<file path="src/verilog/sgcr_pkg.sv">
// package: register map, field positions and reset values of the global control bank
package sgcr_pkg;
    localparam logic [7:0] SGCR_OFF_CTRL4 = 8'h06;
    localparam logic [7:0] SGCR_OFF_STORM_LOW = 8'h07;
    localparam logic [7:0] SGCR_OFF_TEST_A = 8'h08;
    localparam logic [7:0] SGCR_OFF_TEST_B = 8'h09;
    localparam logic [7:0] SGCR_OFF_TEST_C = 8'h0a;
    localparam logic [7:0] SGCR_OFF_HOST_CLK = 8'h0b;
    localparam logic [7:0] SGCR_OFF_PRIO_LOW = 8'h0c;
    localparam logic [7:0] SGCR_OFF_PRIO_HIGH = 8'h0d;
    localparam int SGCR_BIT_SPEED = 4;
    localparam int SGCR_BIT_NULLVID = 3;
    localparam int SGCR_POS_CLKSEL = 6;
    localparam logic [2:0] SGCR_RST_STORM_HIGH = 3'h0;
    localparam logic [7:0] SGCR_RST_STORM_LOW = 8'h63;
    localparam logic [7:0] SGCR_RST_TEST_A = 8'h00;
    localparam logic [7:0] SGCR_RST_TEST_B = 8'h24;
    localparam logic [7:0] SGCR_RST_TEST_C = 8'h35;
    localparam logic [5:0] SGCR_RST_CLK_LOW = 6'h08;
    localparam logic [7:0] SGCR_RST_PRIO_LOW = 8'h50;
    localparam logic [7:0] SGCR_RST_PRIO_HIGH = 8'hfa;
    localparam int SGCR_CLK_NS = 100;
    localparam int SGCR_PERIOD_FAST_MS = 67;
    localparam int SGCR_PERIOD_SLOW_MS = 500;
    localparam int SGCR_PERIOD_FAST_CYC = SGCR_PERIOD_FAST_MS * 1000000 / SGCR_CLK_NS;
    localparam int SGCR_PERIOD_SLOW_CYC = SGCR_PERIOD_SLOW_MS * 1000000 / SGCR_CLK_NS;
    typedef enum logic [1:0] {
        SGCR_CLK_31M = 2'b00,
        SGCR_CLK_62M = 2'b01,
        SGCR_CLK_125M = 2'b10
    } sgcr_clksel_t;
endpackage

</file>
<file path="src/verilog/sgcr_regs.sv">
// global control register bank with storm limiter and priority mapping
`timescale 1ns/1ps
`default_nettype none

module sgcr_regs
    import sgcr_pkg::*;
#(
    parameter int PERIOD_FAST_CYC = SGCR_PERIOD_FAST_CYC,
    parameter int PERIOD_SLOW_CYC = SGCR_PERIOD_SLOW_CYC
) (
    input wire logic sys_clk,
    input wire logic reset_n,
    input wire logic thirdPortSpeedStrap,
    input wire logic regWrite,
    input wire logic regRead,
    input wire logic [7:0] regAddr,
    input wire logic [7:0] regWdata,
    output logic [7:0] regRdata,
    output logic regRvalid,
    input wire logic [2:0] stormEnable,
    input wire logic [2:0] bcastBlock,
    output logic [2:0] bcastDrop,
    input wire logic frameValid,
    input wire logic frameTagged,
    input wire logic [2:0] frameTagPrio,
    input wire logic [11:0] frameVid,
    input wire logic [11:0] portDefaultVid,
    output logic [1:0] frameIntPrio,
    output logic [11:0] frameVidOut,
    output logic frameOutValid,
    output logic thirdPort10m,
    output logic nullVidReplace,
    output logic [1:0] hostClkSel
);
    typedef struct packed {
        logic speed;
        logic nullVid;
        logic [10:0] stormRate;
        logic [1:0] clkSel;
        logic [7:0] prioLow;
        logic [7:0] prioHigh;
        logic [7:0] rdata;
        logic rvalid;
        logic [22:0] periodCnt;
        logic [10:0] blkCnt0;
        logic [10:0] blkCnt1;
        logic [10:0] blkCnt2;
        logic [2:0] drop;
        logic [1:0] intPrio;
        logic [11:0] vidOut;
        logic outValid;
        logic strapDone;
    } sgcr_state_t;

    sgcr_state_t s_q, s_d;

    function automatic logic [1:0] sgcr_prio_lookup(input logic [15:0] map,
                                                    input logic [2:0] tag);
        sgcr_prio_lookup = map[{tag, 1'b0} +: 2];
    endfunction

    function automatic logic [10:0] sgcr_count(input logic [10:0] cnt, input logic en,
                                               input logic blk, input logic wrap);
        logic [10:0] base;
        // a block on the boundary cycle is the first of the new window, not a free pass
        base = wrap ? 11'h000 : cnt;
        if (!en) begin
            sgcr_count = 11'h000;
        end else if (blk && base != 11'h7ff) begin
            sgcr_count = base + 11'h001;
        end else begin
            sgcr_count = base;
        end
    endfunction

    logic [22:0] periodLen;
    logic periodWrap;
    logic [10:0] cnts [3];

    always_comb begin
        s_d = s_q;
        // 10 Mb/s runs the long window
        periodLen = s_q.speed ? 23'(PERIOD_SLOW_CYC - 1) : 23'(PERIOD_FAST_CYC - 1);
        periodWrap = (s_q.periodCnt >= periodLen);
        s_d.periodCnt = periodWrap ? 23'h000000 : s_q.periodCnt + 23'h000001;
        s_d.blkCnt0 = sgcr_count(s_q.blkCnt0, stormEnable[0], bcastBlock[0], periodWrap);
        s_d.blkCnt1 = sgcr_count(s_q.blkCnt1, stormEnable[1], bcastBlock[1], periodWrap);
        s_d.blkCnt2 = sgcr_count(s_q.blkCnt2, stormEnable[2], bcastBlock[2], periodWrap);
        cnts[0] = periodWrap ? 11'h000 : s_q.blkCnt0;
        cnts[1] = periodWrap ? 11'h000 : s_q.blkCnt1;
        cnts[2] = periodWrap ? 11'h000 : s_q.blkCnt2;
        for (int i = 0; i < 3; i++) begin
            // drop once the allowed count is used up in this window
            s_d.drop[i] = stormEnable[i] && bcastBlock[i]
                && (cnts[i] >= s_q.stormRate);
        end
        s_d.outValid = frameValid;
        s_d.intPrio = frameTagged ?
            sgcr_prio_lookup({s_q.prioHigh, s_q.prioLow}, frameTagPrio) : 2'b00;
        s_d.vidOut = (s_q.nullVid && frameVid == 12'h000) ? portDefaultVid : frameVid;
        // strap caught on the first edge after release, not under reset
        if (!s_q.strapDone) begin
            s_d.speed = thirdPortSpeedStrap;
            s_d.strapDone = 1'b1;
        end
        if (regWrite) begin
            if (regAddr == SGCR_OFF_CTRL4) begin
                s_d.speed = regWdata[SGCR_BIT_SPEED];
                s_d.nullVid = regWdata[SGCR_BIT_NULLVID];
                s_d.stormRate[10:8] = regWdata[2:0];
            end else if (regAddr == SGCR_OFF_STORM_LOW) begin
                s_d.stormRate[7:0] = regWdata;
            end else if (regAddr == SGCR_OFF_HOST_CLK) begin
                s_d.clkSel = regWdata[SGCR_POS_CLKSEL +: 2];
            end else if (regAddr == SGCR_OFF_PRIO_LOW) begin
                s_d.prioLow = regWdata;
            end else if (regAddr == SGCR_OFF_PRIO_HIGH) begin
                s_d.prioHigh = regWdata;
            end
            // test registers and reserved bits take no write
        end
        s_d.rvalid = regRead;
        s_d.rdata = 8'h00;
        if (regRead) begin
            if (regAddr == SGCR_OFF_CTRL4) begin
                s_d.rdata = {3'h0, s_q.speed, s_q.nullVid, s_q.stormRate[10:8]};
            end else if (regAddr == SGCR_OFF_STORM_LOW) begin
                s_d.rdata = s_q.stormRate[7:0];
            end else if (regAddr == SGCR_OFF_TEST_A) begin
                s_d.rdata = SGCR_RST_TEST_A;
            end else if (regAddr == SGCR_OFF_TEST_B) begin
                s_d.rdata = SGCR_RST_TEST_B;
            end else if (regAddr == SGCR_OFF_TEST_C) begin
                s_d.rdata = SGCR_RST_TEST_C;
            end else if (regAddr == SGCR_OFF_HOST_CLK) begin
                s_d.rdata = {s_q.clkSel, SGCR_RST_CLK_LOW};
            end else if (regAddr == SGCR_OFF_PRIO_LOW) begin
                s_d.rdata = s_q.prioLow;
            end else if (regAddr == SGCR_OFF_PRIO_HIGH) begin
                s_d.rdata = s_q.prioHigh;
            end
        end
    end

    always_ff @(posedge sys_clk) begin
        if (!reset_n) begin
            s_q <= '0;
            s_q.stormRate <= {SGCR_RST_STORM_HIGH, SGCR_RST_STORM_LOW};
            s_q.clkSel <= SGCR_CLK_125M;
            s_q.prioLow <= SGCR_RST_PRIO_LOW;
            s_q.prioHigh <= SGCR_RST_PRIO_HIGH;
        end else begin
            s_q <= s_d;
        end
    end

    assign regRdata = s_q.rdata;
    assign regRvalid = s_q.rvalid;
    assign bcastDrop = s_q.drop;
    assign frameIntPrio = s_q.intPrio;
    assign frameVidOut = s_q.vidOut;
    assign frameOutValid = s_q.outValid;
    assign thirdPort10m = s_q.speed;
    assign nullVidReplace = s_q.nullVid;
    assign hostClkSel = s_q.clkSel;

    property p_strap;
        @(posedge sys_clk) disable iff (!reset_n)
        !$past(reset_n) && !regWrite |=> thirdPort10m == $past(thirdPortSpeedStrap);
    endproperty
    a_strap: assert property (p_strap) else $error("speed strap not loaded");

    property p_speed_wr;
        @(posedge sys_clk) disable iff (!reset_n)
        regWrite && regAddr == SGCR_OFF_CTRL4 && s_q.strapDone
            |=> thirdPort10m == $past(regWdata[4]) && nullVidReplace == $past(regWdata[3]);
    endproperty
    a_speed_wr: assert property (p_speed_wr) else $error("ctrl4 write lost");

    property p_nullvid;
        @(posedge sys_clk) disable iff (!reset_n)
        frameValid && nullVidReplace && frameVid == 12'h000 |=> frameVidOut == $past(portDefaultVid);
    endproperty
    a_nullvid: assert property (p_nullvid) else $error("null vid not replaced");

    property p_novid;
        @(posedge sys_clk) disable iff (!reset_n)
        frameValid && !nullVidReplace |=> frameVidOut == $past(frameVid);
    endproperty
    a_novid: assert property (p_novid) else $error("vid changed when off");

    property p_test_rd;
        @(posedge sys_clk) disable iff (!reset_n)
        regRead && regAddr == SGCR_OFF_TEST_B |=> regRvalid && regRdata == 8'h24;
    endproperty
    a_test_rd: assert property (p_test_rd) else $error("test register value wrong");

    property p_clk_rd;
        @(posedge sys_clk) disable iff (!reset_n)
        regRead && regAddr == SGCR_OFF_HOST_CLK |=> regRdata[5:0] == 6'h08;
    endproperty
    a_clk_rd: assert property (p_clk_rd) else $error("reserved bits wrong");

    property p_clk_rst;
        @(posedge sys_clk) !reset_n |=> hostClkSel == 2'b10;
    endproperty
    a_clk_rst: assert property (p_clk_rst) else $error("clock select reset wrong");

    property p_storm_rst;
        @(posedge sys_clk) !reset_n |=> s_q.stormRate == 11'h063 && s_q.prioHigh == 8'hfa;
    endproperty
    a_storm_rst: assert property (p_storm_rst) else $error("reset values wrong");

    property p_prio;
        @(posedge sys_clk) disable iff (!reset_n)
        frameValid && frameTagged && frameTagPrio == 3'h5 && !regWrite
            |=> frameIntPrio == $past(s_q.prioHigh[3:2]);
    endproperty
    a_prio: assert property (p_prio) else $error("priority map wrong");

    property p_nodrop;
        @(posedge sys_clk) disable iff (!reset_n)
        !stormEnable[0] |=> !bcastDrop[0];
    endproperty
    a_nodrop: assert property (p_nodrop) else $error("drop on disabled port");

    property p_wrap;
        @(posedge sys_clk) disable iff (!reset_n)
        periodWrap |=> s_q.periodCnt == 23'h000000
            && s_q.blkCnt0 == {10'h000, $past(stormEnable[0] && bcastBlock[0])};
    endproperty
    a_wrap: assert property (p_wrap) else $error("period restart missed");

    property p_untagged;
        @(posedge sys_clk) disable iff (!reset_n)
        frameValid && !frameTagged |=> frameIntPrio == 2'b00;
    endproperty
    a_untagged: assert property (p_untagged) else $error("untagged got priority");

    property p_prio_low;
        @(posedge sys_clk) disable iff (!reset_n)
        frameValid && frameTagged && frameTagPrio == 3'h2
            |=> frameIntPrio == $past(s_q.prioLow[5:4]);
    endproperty
    a_prio_low: assert property (p_prio_low) else $error("low map field wrong");

    property p_drop_thr;
        @(posedge sys_clk) disable iff (!reset_n)
        stormEnable[0] && bcastBlock[0] && !periodWrap && s_q.blkCnt0 >= s_q.stormRate
            |=> bcastDrop[0];
    endproperty
    a_drop_thr: assert property (p_drop_thr) else $error("over threshold passed");

    property p_pass_wrap;
        @(posedge sys_clk) disable iff (!reset_n)
        stormEnable[0] && bcastBlock[0] && periodWrap && s_q.stormRate != 11'h000
            |=> !bcastDrop[0];
    endproperty
    a_pass_wrap: assert property (p_pass_wrap) else $error("first block dropped");

    property p_clk_wr;
        @(posedge sys_clk) disable iff (!reset_n)
        regWrite && regAddr == SGCR_OFF_HOST_CLK |=> hostClkSel == $past(regWdata[7:6]);
    endproperty
    a_clk_wr: assert property (p_clk_wr) else $error("clock select write lost");

    property p_storm_wr;
        @(posedge sys_clk) disable iff (!reset_n)
        regWrite && regAddr == SGCR_OFF_STORM_LOW |=> s_q.stormRate[7:0] == $past(regWdata);
    endproperty
    a_storm_wr: assert property (p_storm_wr) else $error("storm low write lost");

    property p_test_c;
        @(posedge sys_clk) disable iff (!reset_n)
        regRead && regAddr == SGCR_OFF_TEST_C |=> regRvalid && regRdata == 8'h35;
    endproperty
    a_test_c: assert property (p_test_c) else $error("third test register wrong");

    property p_period_max;
        @(posedge sys_clk) disable iff (!reset_n)
        s_q.periodCnt <= 23'(PERIOD_SLOW_CYC - 1);
    endproperty
    a_period_max: assert property (p_period_max) else $error("window overran");

    c_drop: cover property (@(posedge sys_clk) disable iff (!reset_n) bcastDrop[0]);
    c_wr: cover property (@(posedge sys_clk) disable iff (!reset_n)
        regWrite && regAddr == SGCR_OFF_PRIO_HIGH);
    c_vid: cover property (@(posedge sys_clk) disable iff (!reset_n)
        frameValid && nullVidReplace && frameVid == 12'h000);
    c_wrap: cover property (@(posedge sys_clk) disable iff (!reset_n) periodWrap);
    c_slow: cover property (@(posedge sys_clk) disable iff (!reset_n) periodWrap && thirdPort10m);
endmodule
`default_nettype wire

</file>
<file path="config.mk">
export PLATFORM = sky130hd
export DESIGN_NAME = sgcr_regs
export DESIGN_NICKNAME = d
export VERILOG_FILES = /design/src/verilog/sgcr_pkg.sv /design/src/verilog/sgcr_regs.sv
export SDC_FILE = /design/constraint.sdc
export NUM_CORES = 1
export LEC_CHECK = 0
export BUFFER_PORTS_ARGS = -buffer_cell sky130_fd_sc_hd__buf_2
export CELL_PAD_IN_SITES_DETAIL_PLACEMENT = 1
export CELL_PAD_IN_SITES_GLOBAL_PLACEMENT = 2
export CORE_ASPECT_RATIO = 1.5
export CORE_UTILIZATION = 38
export CTS_CLUSTER_SIZE = 16
export DETAILED_ROUTE_END_ITERATION = 8
export PLACE_DENSITY_LB_ADDON = 0.1
export SYNTH_ARGS = -nofsm -noshare
export SYNTH_HDL_FRONTEND = slang
export SYNTH_SLANG_ARGS = --single-unit
</file>
<file path="constraint.sdc">
create_clock -name sys_clk -period 9.6 [get_ports sys_clk]
set_clock_uncertainty 0.15 [all_clocks]
set_input_delay 0.96 -clock sys_clk [delete_from_list [all_inputs] [get_ports sys_clk]]
set_output_delay 0.96 -clock sys_clk [all_outputs]
set_load 0.005 [all_outputs]
</file>
==> results.json, run 1 <==
{
  "outcome": "finished, final reports clean",
  "layout_common_cells": "dfxtp_1, buf_2, nor2_1",
  "end_kind": "flip-flop",
  "drv_slew": 0,
  "fin_hold_ws_ns": 0.3432,
  "final_util_pct": 44.62,
  "htree_num_levels": 4,
  "maxCapViolCount": 0,
  "stdcell_area_um2": 7223,
  "ys_top_cells_by_area": "dfxtp_1, ha_1, nor2_1",
  "dieArea_um2": 17060,
  "routabilityCongestion": 0.8639,
  "start_kind": "flip-flop",
  "leakagePower_uw": 0.003152,
  "cts_resized": 0,
  "vdd_drop_max_uv": 108.7,
  "synth_seq_cells": 115,
  "fillCellCount": 1949,
  "cts_buffers": 17,
  "ys_warn_count": 0,
  "drive_gt1_share_pct": 16.35,
  "crit_required_ns": 9.75,
  "grt_pass1_vias": 5805,
  "area_growth_pct": 15.00,
  "grt_pass1_wl_mm": 28.77,
  "firstDrtPassIters": 5,
  "grt_use_total_pct": 21.57,
  "tightest_slew_ns": 1.038,
  "postRouteWirelength_mm": 17.26,
  "final_net_count": 889,
  "setup-tns-final_ns": 0,
  "antenna_found_initial": 0,
  "powerDensity_nw_per_um2": 161.0,
  "post-route-min-period_ns": 5.119,
  "hold_buffers": 0,
  "synth_area_leader_cell": "dfxtp_1",
  "ys_seq_area_share_pct": 36.65,
  "clk_pin_slew_ns": 0.06,
  "ioPinCount": 87,
  "clk_path_buf_depth": 2,
  "drt_iter0_markers": 146,
  "register_area_um2": 2302,
  "die_y_um": 159.5,
  "worstPathMaxFanout": 31,
  "cts_root_buffer": "clkbuf_16",
  "syn-num-nets": 836,
  "hp-class": "reg2reg",
  "post-route-period-util_pct": 53.32,
  "syn_area_um2": 6281,
  "clk_latency_ns": 0.42,
  "hold_violations": 0,
  "clock.fmax_mhz": 195.4,
  "synth_flop_cell": "dfxtp_1",
  "die_w_um": 107.0,
  "io_buffers": 86,
  "core_um2": 16190,
  "dpl-instance-area_um2": 6641,
  "synth_cells": 735,
  "drt-vias-per-instance": 5.362,
  "pre_cts_ws_ns": 4.315,
  "setup_viol": 0,
  "vias": 5400,
  "async_reset_ff_share_pct": 0,
  "grt_overflow_total": 0,
  "grt_max_degree": 55,
  "initial_core_util_pct": 38.80,
  "ant_nets": 0,
  "relSlewSlack_pct": 30.62,
  "multiInputGateArea_um2": 3567,
  "yosys.cell_types.count": 53,
  "critPathKind": "reg2reg",
  "cts_tree": "done",
  "rsz0062_at_grt": "false",
  "setup_slack_ns": 4.481,
  "synth-edff-count": 0,
  "crit_arrival_ns": 5.27,
  "route.detailed.drc": 0,
  "post_cts_buffers": 0,
  "antenna-diode-count": 0,
  "cts_sinks": 115,
  "num_rows": 57,
  "avgSynthCellArea_um2": 8.546,
  "post_drt_wl_per_cell_um": 17.14,
  "dp_hpwl_mm": 13.15,
  "final_common_cell": "dfxtp_1",
  "synth_top_area_share_pct": 36.65
}
[layer usage]
metal	share of wire, %	up-vias	track usage, %
met5	0	-	0
li1	-	2675	-
met4	3.2	0	10.46
met2	54	93	39.44
met3	2.4	38	3.766
met1	40	2594	23.52
[critical path, cell delays in order, from the launching register on]
cell and delay, ns:
dfxtp_1 0.46, inv_1 0.17, ha_1 0.22, or4_1 0.54
a221o_1 0.30, a311oi_2 0.27, buf_4 0.31, and2_1 0.62
nand2_1 0.16, inv_1 0.09, ha_1 0.24, nand3_1 0.10
nor4_1 0.68, nor2_1 0.21, and4_1 0.27, xnor2_1 0.14
nor2_1 0.06
[per-stage QoR]
stage / total power [µW] / std cells
CTS: 1177 / 1007
global route: 1204 / 1007
finish: 1163 / 1007
detailed placement: 555.3 / 975
global placement: 553.3 / 975
floorplan: 530.9 / 735
[cell type report]
type                            instances  area share, %
Timing Repair Buffer                   87          6.063
Clock buffer                           19          6.271
Inverter                               22          1.143
Sequential cell                       115          31.87
Multi-Input combinational cell        545          49.39
Tap cell                              206          3.568
Clock inverter                         13          1.698
[cell usage after synthesis, drive strengths merged, types with 4 or more instances]
cell,instances
xor2,20
nand4,16
ha,45
or4,4
nor2b,29
buf,33
a211oi,8
o211ai,7
inv,22
o21ai,17
nand3,39
nand2,78
xnor2,20
a21oi,35
mux4,4
nor3,13
mux2i,26
clkbuf,20
dfxtp,115
and3,40
o21a,8
a21o,6
nor4,8
and2,8
nor2,77
[worst paths after layout]
path / from / end / slack [ns] / cells past startpoint
max: thirdPort10m$_SDFF_PN0_ / s_q[46]$_SDFF_PN0_ / 4.48 / 16
min: s_q[88]$_SDFFE_PN1P_ / s_q[88]$_SDFFE_PN1P_ / 0.34 / 2
max reg2reg: thirdPort10m$_SDFF_PN0_ / s_q[46]$_SDFF_PN0_ / 4.48 / 16
min reg2reg: s_q[88]$_SDFFE_PN1P_ / s_q[88]$_SDFFE_PN1P_ / 0.34 / 2
[registers in the layout, indices dropped and copies added (netlist names)]
| signal | cells |
|---|---|
| thirdPort10m | 1 |
| frameVidOut | 12 |
| frameIntPrio | 2 |
| s_q | 84 |
| nullVidReplace | 1 |
| regRvalid | 1 |
| hostClkSel | 2 |
| bcastDrop | 3 |
| regRdata | 8 |
| frameOutValid | 1 |
[report_power, final]
part	switching (µW)	leakage [µW]	internal, µW
registers	3.74	0.000933	484
logic	32.8	0.00194	24.1
clock network	246	0.000278	373
[cells by family (layout without fill, tap and decap cells)]
kind of cell / after synthesis / after routing / synth area share [%]
AOI/OAI and AO/OA: 105 / 105 / 10.92
xor gates and xnor gates: 40 / 40 / 5.578
adders and majority gates: 45 / 45 / 8.964
buffers and inverters: 75 / 141 / 6.653
DFF: 115 / 115 / 36.65
muxes: 30 / 30 / 5.578
and+or+nand+nor: 325 / 325 / 25.66
No activity file was read; power rests on OpenSTA's default activity.
==> inputs of run 2 (changes only) <==
--- a/config.mk
+++ b/config.mk
@@ -9,7 +9,7 @@
 export CELL_PAD_IN_SITES_DETAIL_PLACEMENT = 1
 export CELL_PAD_IN_SITES_GLOBAL_PLACEMENT = 2
 export CORE_ASPECT_RATIO = 1.5
-export CORE_UTILIZATION = 38
+export CORE_UTILIZATION = 35
 export CTS_CLUSTER_SIZE = 16
 export DETAILED_ROUTE_END_ITERATION = 8
 export PLACE_DENSITY_LB_ADDON = 0.1
==> constraint.sdc (replaced) <==
create_clock -name sys_clk -period 5.2 [get_ports sys_clk]
set_clock_uncertainty 0.15 [all_clocks]
set_input_delay 0.52 -clock sys_clk [delete_from_list [all_inputs] [get_ports sys_clk]]
set_output_delay 0.52 -clock sys_clk [all_outputs]
set_load 0.005 [all_outputs]
==> run 2 against run 1 <==
Against the previous run: the run now ends with design-rule violations left; worst hold slack worse by 0.17 ns; register-to-register slack worse by 3.5 ns; global-route usage is 1.4 points lower; first-iteration DRC count is 89% higher; via count is 0.78% lower; clock power is 94% higher; largest cell class unchanged; largest power group unchanged.
==> results.json, run 2 (synthesized netlist as in run 1, its figures left out) <==
{
  "slowest_stage": "or4_1",
  "tightest_slew_ns": 0.8038,
  "grt_max_degree": 55,
  "drv_slew": 0,
  "die_y_um": 166.1,
  "clk_path_buf_depth": 2,
  "cp_common_cell": "ha_1",
  "area_growth_pct": 16.14,
  "cts_tree": "done",
  "clk_latency_ns": 0.42,
  "outcome": "finished, violations left",
  "met2_usage_pct": 39.95,
  "post_cts_buffers": 0,
  "hp-class": "in2reg",
  "grt_overflow_total": 0,
  "final_common_cell": "dfxtp_1",
  "io_buffers": 86,
  "start_kind": "flip-flop",
  "antenna_found_initial": 0,
  "post-route-min-period_ns": 4.235,
  "ioPinCount": 87,
  "drive_gt1_share_pct": 16.63,
  "dpl-instance-area_um2": 6688,
  "worstPathMaxFanout": 10,
  "rsz0062_at_grt": "false",
  "setup-tns-final_ns": 0,
  "violations": "design-rule violations",
  "clock.fmax_mhz": 236.1,
  "slowest_delay_ns": 0.52,
  "antenna-diode-count": 0,
  "grt_pass1_vias": 5912,
  "die_w_um": 111.4,
  "hold_path_end": "frameOutValid$_SDFF_PN0_",
  "ant_nets": 0,
  "met3_usage_pct": 3.504,
  "post-route-period-util_pct": 81.44,
  "grt_use_total_pct": 20.22,
  "grt_pass1_wl_mm": 29.41,
  "crit_arrival_ns": 4.37,
  "cp_cell_sequence": "inv_1, ha_1, or4_1, a221o_1, a311oi_2, and2_1, nand2_1, ha_1, nand2b_1, a21o_1, a21oi_1, o21ai_0, a2111oi_0, nor3_1",
  "relSlewSlack_pct": 45.92,
  "firstDrtPassIters": 6,
  "min_from": "frameValid",
  "cts_sinks": 115,
  "setup_viol": 0,
  "dieArea_um2": 18500,
  "vias": 5358,
  "grt_busiest_layer": "met2",
  "leakagePower_uw": 0.003192,
  "post_drt_wl_per_cell_um": 17.48,
  "largest_register": "s_q",
  "clk_pin_slew_ns": 0.06,
  "routabilityCongestion": 0.8471,
  "initial_core_util_pct": 36.05,
  "maxCapViolCount": 0,
  "grtUsageMet1_pct": 20.76,
  "hold_violations": 0,
  "r2r-end": "bcastDrop[0]$_SDFF_PN0_",
  "stdcell_area_um2": 7295,
  "core_um2": 17420,
  "hold_buffers": 0,
  "drt-vias-per-instance": 5.258,
  "powerDensity_nw_per_um2": 303.0,
  "layout_common_cells": "dfxtp_1, buf_2, nor2_1",
  "htree_num_levels": 4,
  "fillCellCount": 2110,
  "r2r_slack_ns": 0.96,
  "ff2ff_path_depth": 14,
  "dp_hpwl_mm": 13.70,
  "postRouteWirelength_mm": 17.81,
  "holdPathStages": 2,
  "cp_top_family": "compound AO/OA/AOI/OAI gates",
  "fin_hold_ws_ns": 0.1697,
  "cts_resized": 0,
  "cts_buffers": 17,
  "drt_iter0_markers": 276,
  "r2r_start": "thirdPort10m$_SDFF_PN0_",
  "crit_buf_inv": 1,
  "critPathKind": "reg2reg",
  "vdd_drop_max_uv": 175.4,
  "crit_cells": 14,
  "largest_register_ffs": 84,
  "end_kind": "flip-flop",
  "route.detailed.drc": 22,
  "num_rows": 59,
  "final_net_count": 894,
  "cts_root_buffer": "clkbuf_16",
  "crit_required_ns": 5.34
}
## run 2: changes by cell type in the layout (fill, tap and decap cells not counted), moves of 2 or more
cell        previous run  this run
clkinvlp_4             3         1
bufinv_16              1         3
clkbuf_8               2         0
buf_4                  1         6
clkinv_4               1         5
## run 2: worst max-delay path by stage
stage / start / endpoint / slack (ns)
final: thirdPort10m$_SDFF_PN0_ / bcastDrop[0]$_SDFF_PN0_ / 0.96
after global placement: thirdPort10m$_SDFF_PN0_ / bcastDrop[0]$_SDFF_PN0_ / 1.20
after floorplan: thirdPort10m$_SDFF_PN0_ / s_q[26]$_SDFF_PN0_ / 1.23
after global routing: thirdPort10m$_SDFF_PN0_ / bcastDrop[0]$_SDFF_PN0_ / 0.57
after detailed placement: thirdPort10m$_SDFF_PN0_ / bcastDrop[0]$_SDFF_PN0_ / 0.98
after CTS: thirdPort10m$_SDFF_PN0_ / bcastDrop[0]$_SDFF_PN0_ / 0.92
## run 2: power by group
part / internal (µW) / leakage, µW / total [µW] / switching, µW
clock: 759 / 0.000295 / 1200 / 446
combinational: 45.0 / 0.00196 / 106 / 60.7
sequential: 893 / 0.000933 / 900 / 7.16
total: 1700 / 0.00319 / 2210 / 514
## run 2: per-stage QoR
step           util, %  worst slack, ns  std cells  total power (µW)
5_1_grt          41.87           0.5652       1019              2299
3_3_place_gp     38.39            1.204        987              1024
4_1_cts          41.87           0.9175       1019              2245
3_5_place_dp     38.39           0.9828        987              1026
6_report         41.87           0.9649       1019              2210
2_1_floorplan        -            1.229        735             980.0
## run 2: cell type report
class | instances | area, µm² | area share [%]
inverter | 22 | 82.58 | 1.132
sequential | 115 | 2302 | 31.56
clock inverter | 14 | 177.7 | 2.436
multi-input combinational | 545 | 3561 | 48.82
timing repair buffer | 92 | 475.5 | 6.518
tap | 213 | 266.5 | 3.654
clock buffer | 18 | 429.2 | 5.883
## run 2: layer usage
metal | wire length, µm | vias up
met5 | 0 | -
met4 | 318 | 0
met3 | 388 | 20
met2 | 10060 | 69
met1 | 7047 | 2590
li1 | - | 2679
==> inputs of run 3 (changes only) <==
==> constraint.sdc (replaced) <==
create_clock -name sys_clk -period 4.2 [get_ports sys_clk]
set_clock_uncertainty 0.15 [all_clocks]
set_input_delay 0.42 -clock sys_clk [delete_from_list [all_inputs] [get_ports sys_clk]]
set_output_delay 0.42 -clock sys_clk [all_outputs]
set_load 0.005 [all_outputs]
==> run 3 against run 2 <==
Against the previous run: the run still ends with design-rule violations left; non-clock buffer count increased by 4; worst hold slack worse by 0.11 ns; critical endpoint unchanged; sequential share of layout area increased by 0.10 points; sequential cell count unchanged; final area fell by 0.33%; die area is the same; count of clock-buffer cells in the layout grew 2; critical path type unchanged; cell count is 0.39% higher; combinational power rose by 25%; worst setup slack lost 0.62 ns; total power up 18%.
==> results.json, run 3 (synthesized netlist as in run 1, its figures left out) <==
{
  "clk_path_buf_depth": 2,
  "firstDrtPassIters": 6,
  "largest_register_ffs": 84,
  "grt_pass1_vias": 5834,
  "post-route-period-util_pct": 91.67,
  "drv_slew": 0,
  "ant_nets": 0,
  "hold_buffers": 0,
  "post_cts_buffers": 0,
  "cts_tree": "done",
  "drive_gt1_share_pct": 16.91,
  "routabilityCongestion": 0.8700,
  "htree_num_levels": 4,
  "crit_required_ns": 4.33,
  "num_rows": 59,
  "die_y_um": 166.1,
  "violations": "design-rule violations",
  "end_kind": "flip-flop",
  "p_clk_share_pct": 52.2,
  "dp_hpwl_mm": 13.91,
  "hold_violations": 0,
  "grt_pass1_wl_mm": 29.35,
  "start_kind": "flip-flop",
  "setup-tns-final_ns": 0,
  "powerDensity_nw_per_um2": 358.1,
  "crit_arrival_ns": 3.98,
  "maxCapViolCount": 0,
  "hp-class": "in2reg",
  "postRouteWirelength_mm": 17.69,
  "clock.fmax_mhz": 259.7,
  "initial_core_util_pct": 36.05,
  "worstPathMaxFanout": 5,
  "io_buffers": 86,
  "fin_hold_ws_ns": 0.05600,
  "ioPinCount": 87,
  "p_int_uw": 1988,
  "grt_use_total_pct": 20.30,
  "cts_resized": 0,
  "drt-vias-per-instance": 5.265,
  "fillCellCount": 2116,
  "cts_buffers": 17,
  "grt_overflow_total": 0,
  "grt_max_degree": 55,
  "power_frac_seq_pct": 42.8,
  "core_um2": 17420,
  "drt_iter0_markers": 198,
  "clk_pin_slew_ns": 0.06,
  "layout_common_cells": "dfxtp_1, buf_2, nor2_1",
  "outcome": "finished, violations left",
  "cts_root_buffer": "clkbuf_16",
  "comb_power_share_pct": 5.1,
  "post-route-min-period_ns": 3.850,
  "die_w_um": 111.4,
  "area_growth_pct": 15.76,
  "relSlewSlack_pct": 38.72,
  "setup_slack_ns": 0.3498,
  "cts_sinks": 115,
  "setup_viol": 0,
  "antenna_found_initial": 0,
  "rsz0062_at_grt": "false",
  "route.detailed.drc": 23,
  "largest_register": "s_q",
  "clk_latency_ns": 0.42,
  "final_net_count": 898,
  "final_common_cell": "dfxtp_1",
  "tightest_slew_ns": 0.9192,
  "vdd_drop_max_uv": 242.7,
  "power_switching_uw": 615.5,
  "leakagePower_uw": 0.003179,
  "dieArea_um2": 18500,
  "vias": 5386,
  "critPathKind": "reg2reg",
  "pre_cts_ws_ns": 0.3252,
  "sw_frac_of_total_pct": 23.64,
  "antenna-diode-count": 0,
  "post_drt_wl_per_cell_um": 17.29
}
[run 3: cell types whose count changed in the layout (fill, tap and decap cells not counted), sizes merged]
cell      previous run  this run
buf                 92        96
clkinv               7         5
clkbuf              18        20
bufinv               3         1
clkinvlp             1         4
inv                 25        24
[run 3: worst max-delay path: stages (launching register included)]
cell,delay (ns)
dfxtp_1,0.32
inv_1,0.11
ha_1,0.21
or4_1,0.52
a221o_1,0.29
a311oi_2,0.36
and2_1,0.25
nand2_1,0.11
ha_1,0.28
nand2b_1,0.14
a21o_1,0.17
a21oi_1,0.13
o21ai_0,0.09
a2111oi_0,0.49
nor3_1,0.10
[run 3: cell type report]
class | instances | area (µm²) | share of cell area [%]
clock inverters | 12 | 106.4 | 1.463
inverters | 22 | 82.58 | 1.136
clock buffers | 20 | 446.7 | 6.144
flip-flops and latches | 115 | 2302 | 31.66
multi-input cells | 545 | 3561 | 48.98
repair buffers | 96 | 505.5 | 6.952
well taps | 213 | 266.5 | 3.665
[run 3: worst paths after layout]
kind	from	to	slack, ns	cells after the start
worst min register to register	s_q[52]$_SDFF_PP0_	s_q[52]$_SDFF_PP0_	0.33	1
worst min-delay path	frameValid	frameOutValid$_SDFF_PN0_	0.06	2
worst max-delay path	thirdPort10m$_SDFF_PN0_	bcastDrop[0]$_SDFF_PN0_	0.35	14
worst max register to register	thirdPort10m$_SDFF_PN0_	bcastDrop[0]$_SDFF_PN0_	0.35	14
[run 3: power by group through the flow]
stage / clock (µW) / combinational (µW) / sequential (µW)
after detailed placement: 0 / 134 / 1140
after global routing: 1450 / 148 / 1110
after floorplan: 0 / 77.6 / 1140
after CTS: 1410 / 135 / 1110
final: 1360 / 132 / 1110
after global placement: 0 / 132 / 1140
[run 3: through the flow]
stage	utilization, %	std cells	instance area, µm²	power [µW]
CTS	41.73	1023	7271	2654
global placement	38.56	991	6718	1268
finish	41.73	1023	7271	2604
floorplan	-	735	6281	1213
detailed placement	38.56	991	6718	1271
global route	41.73	1023	7271	2716
[run 3: metal layers]
metal	GRT usage (%)	wire length (µm)	share of wire, %	up-vias
met5	0	0	0	-
met4	7.168	308	1.7	0
met3	3.650	422	2.4	23
met2	40.82	10180	58	61
met1	20.33	6773	38	2607
li1	-	-	-	2695
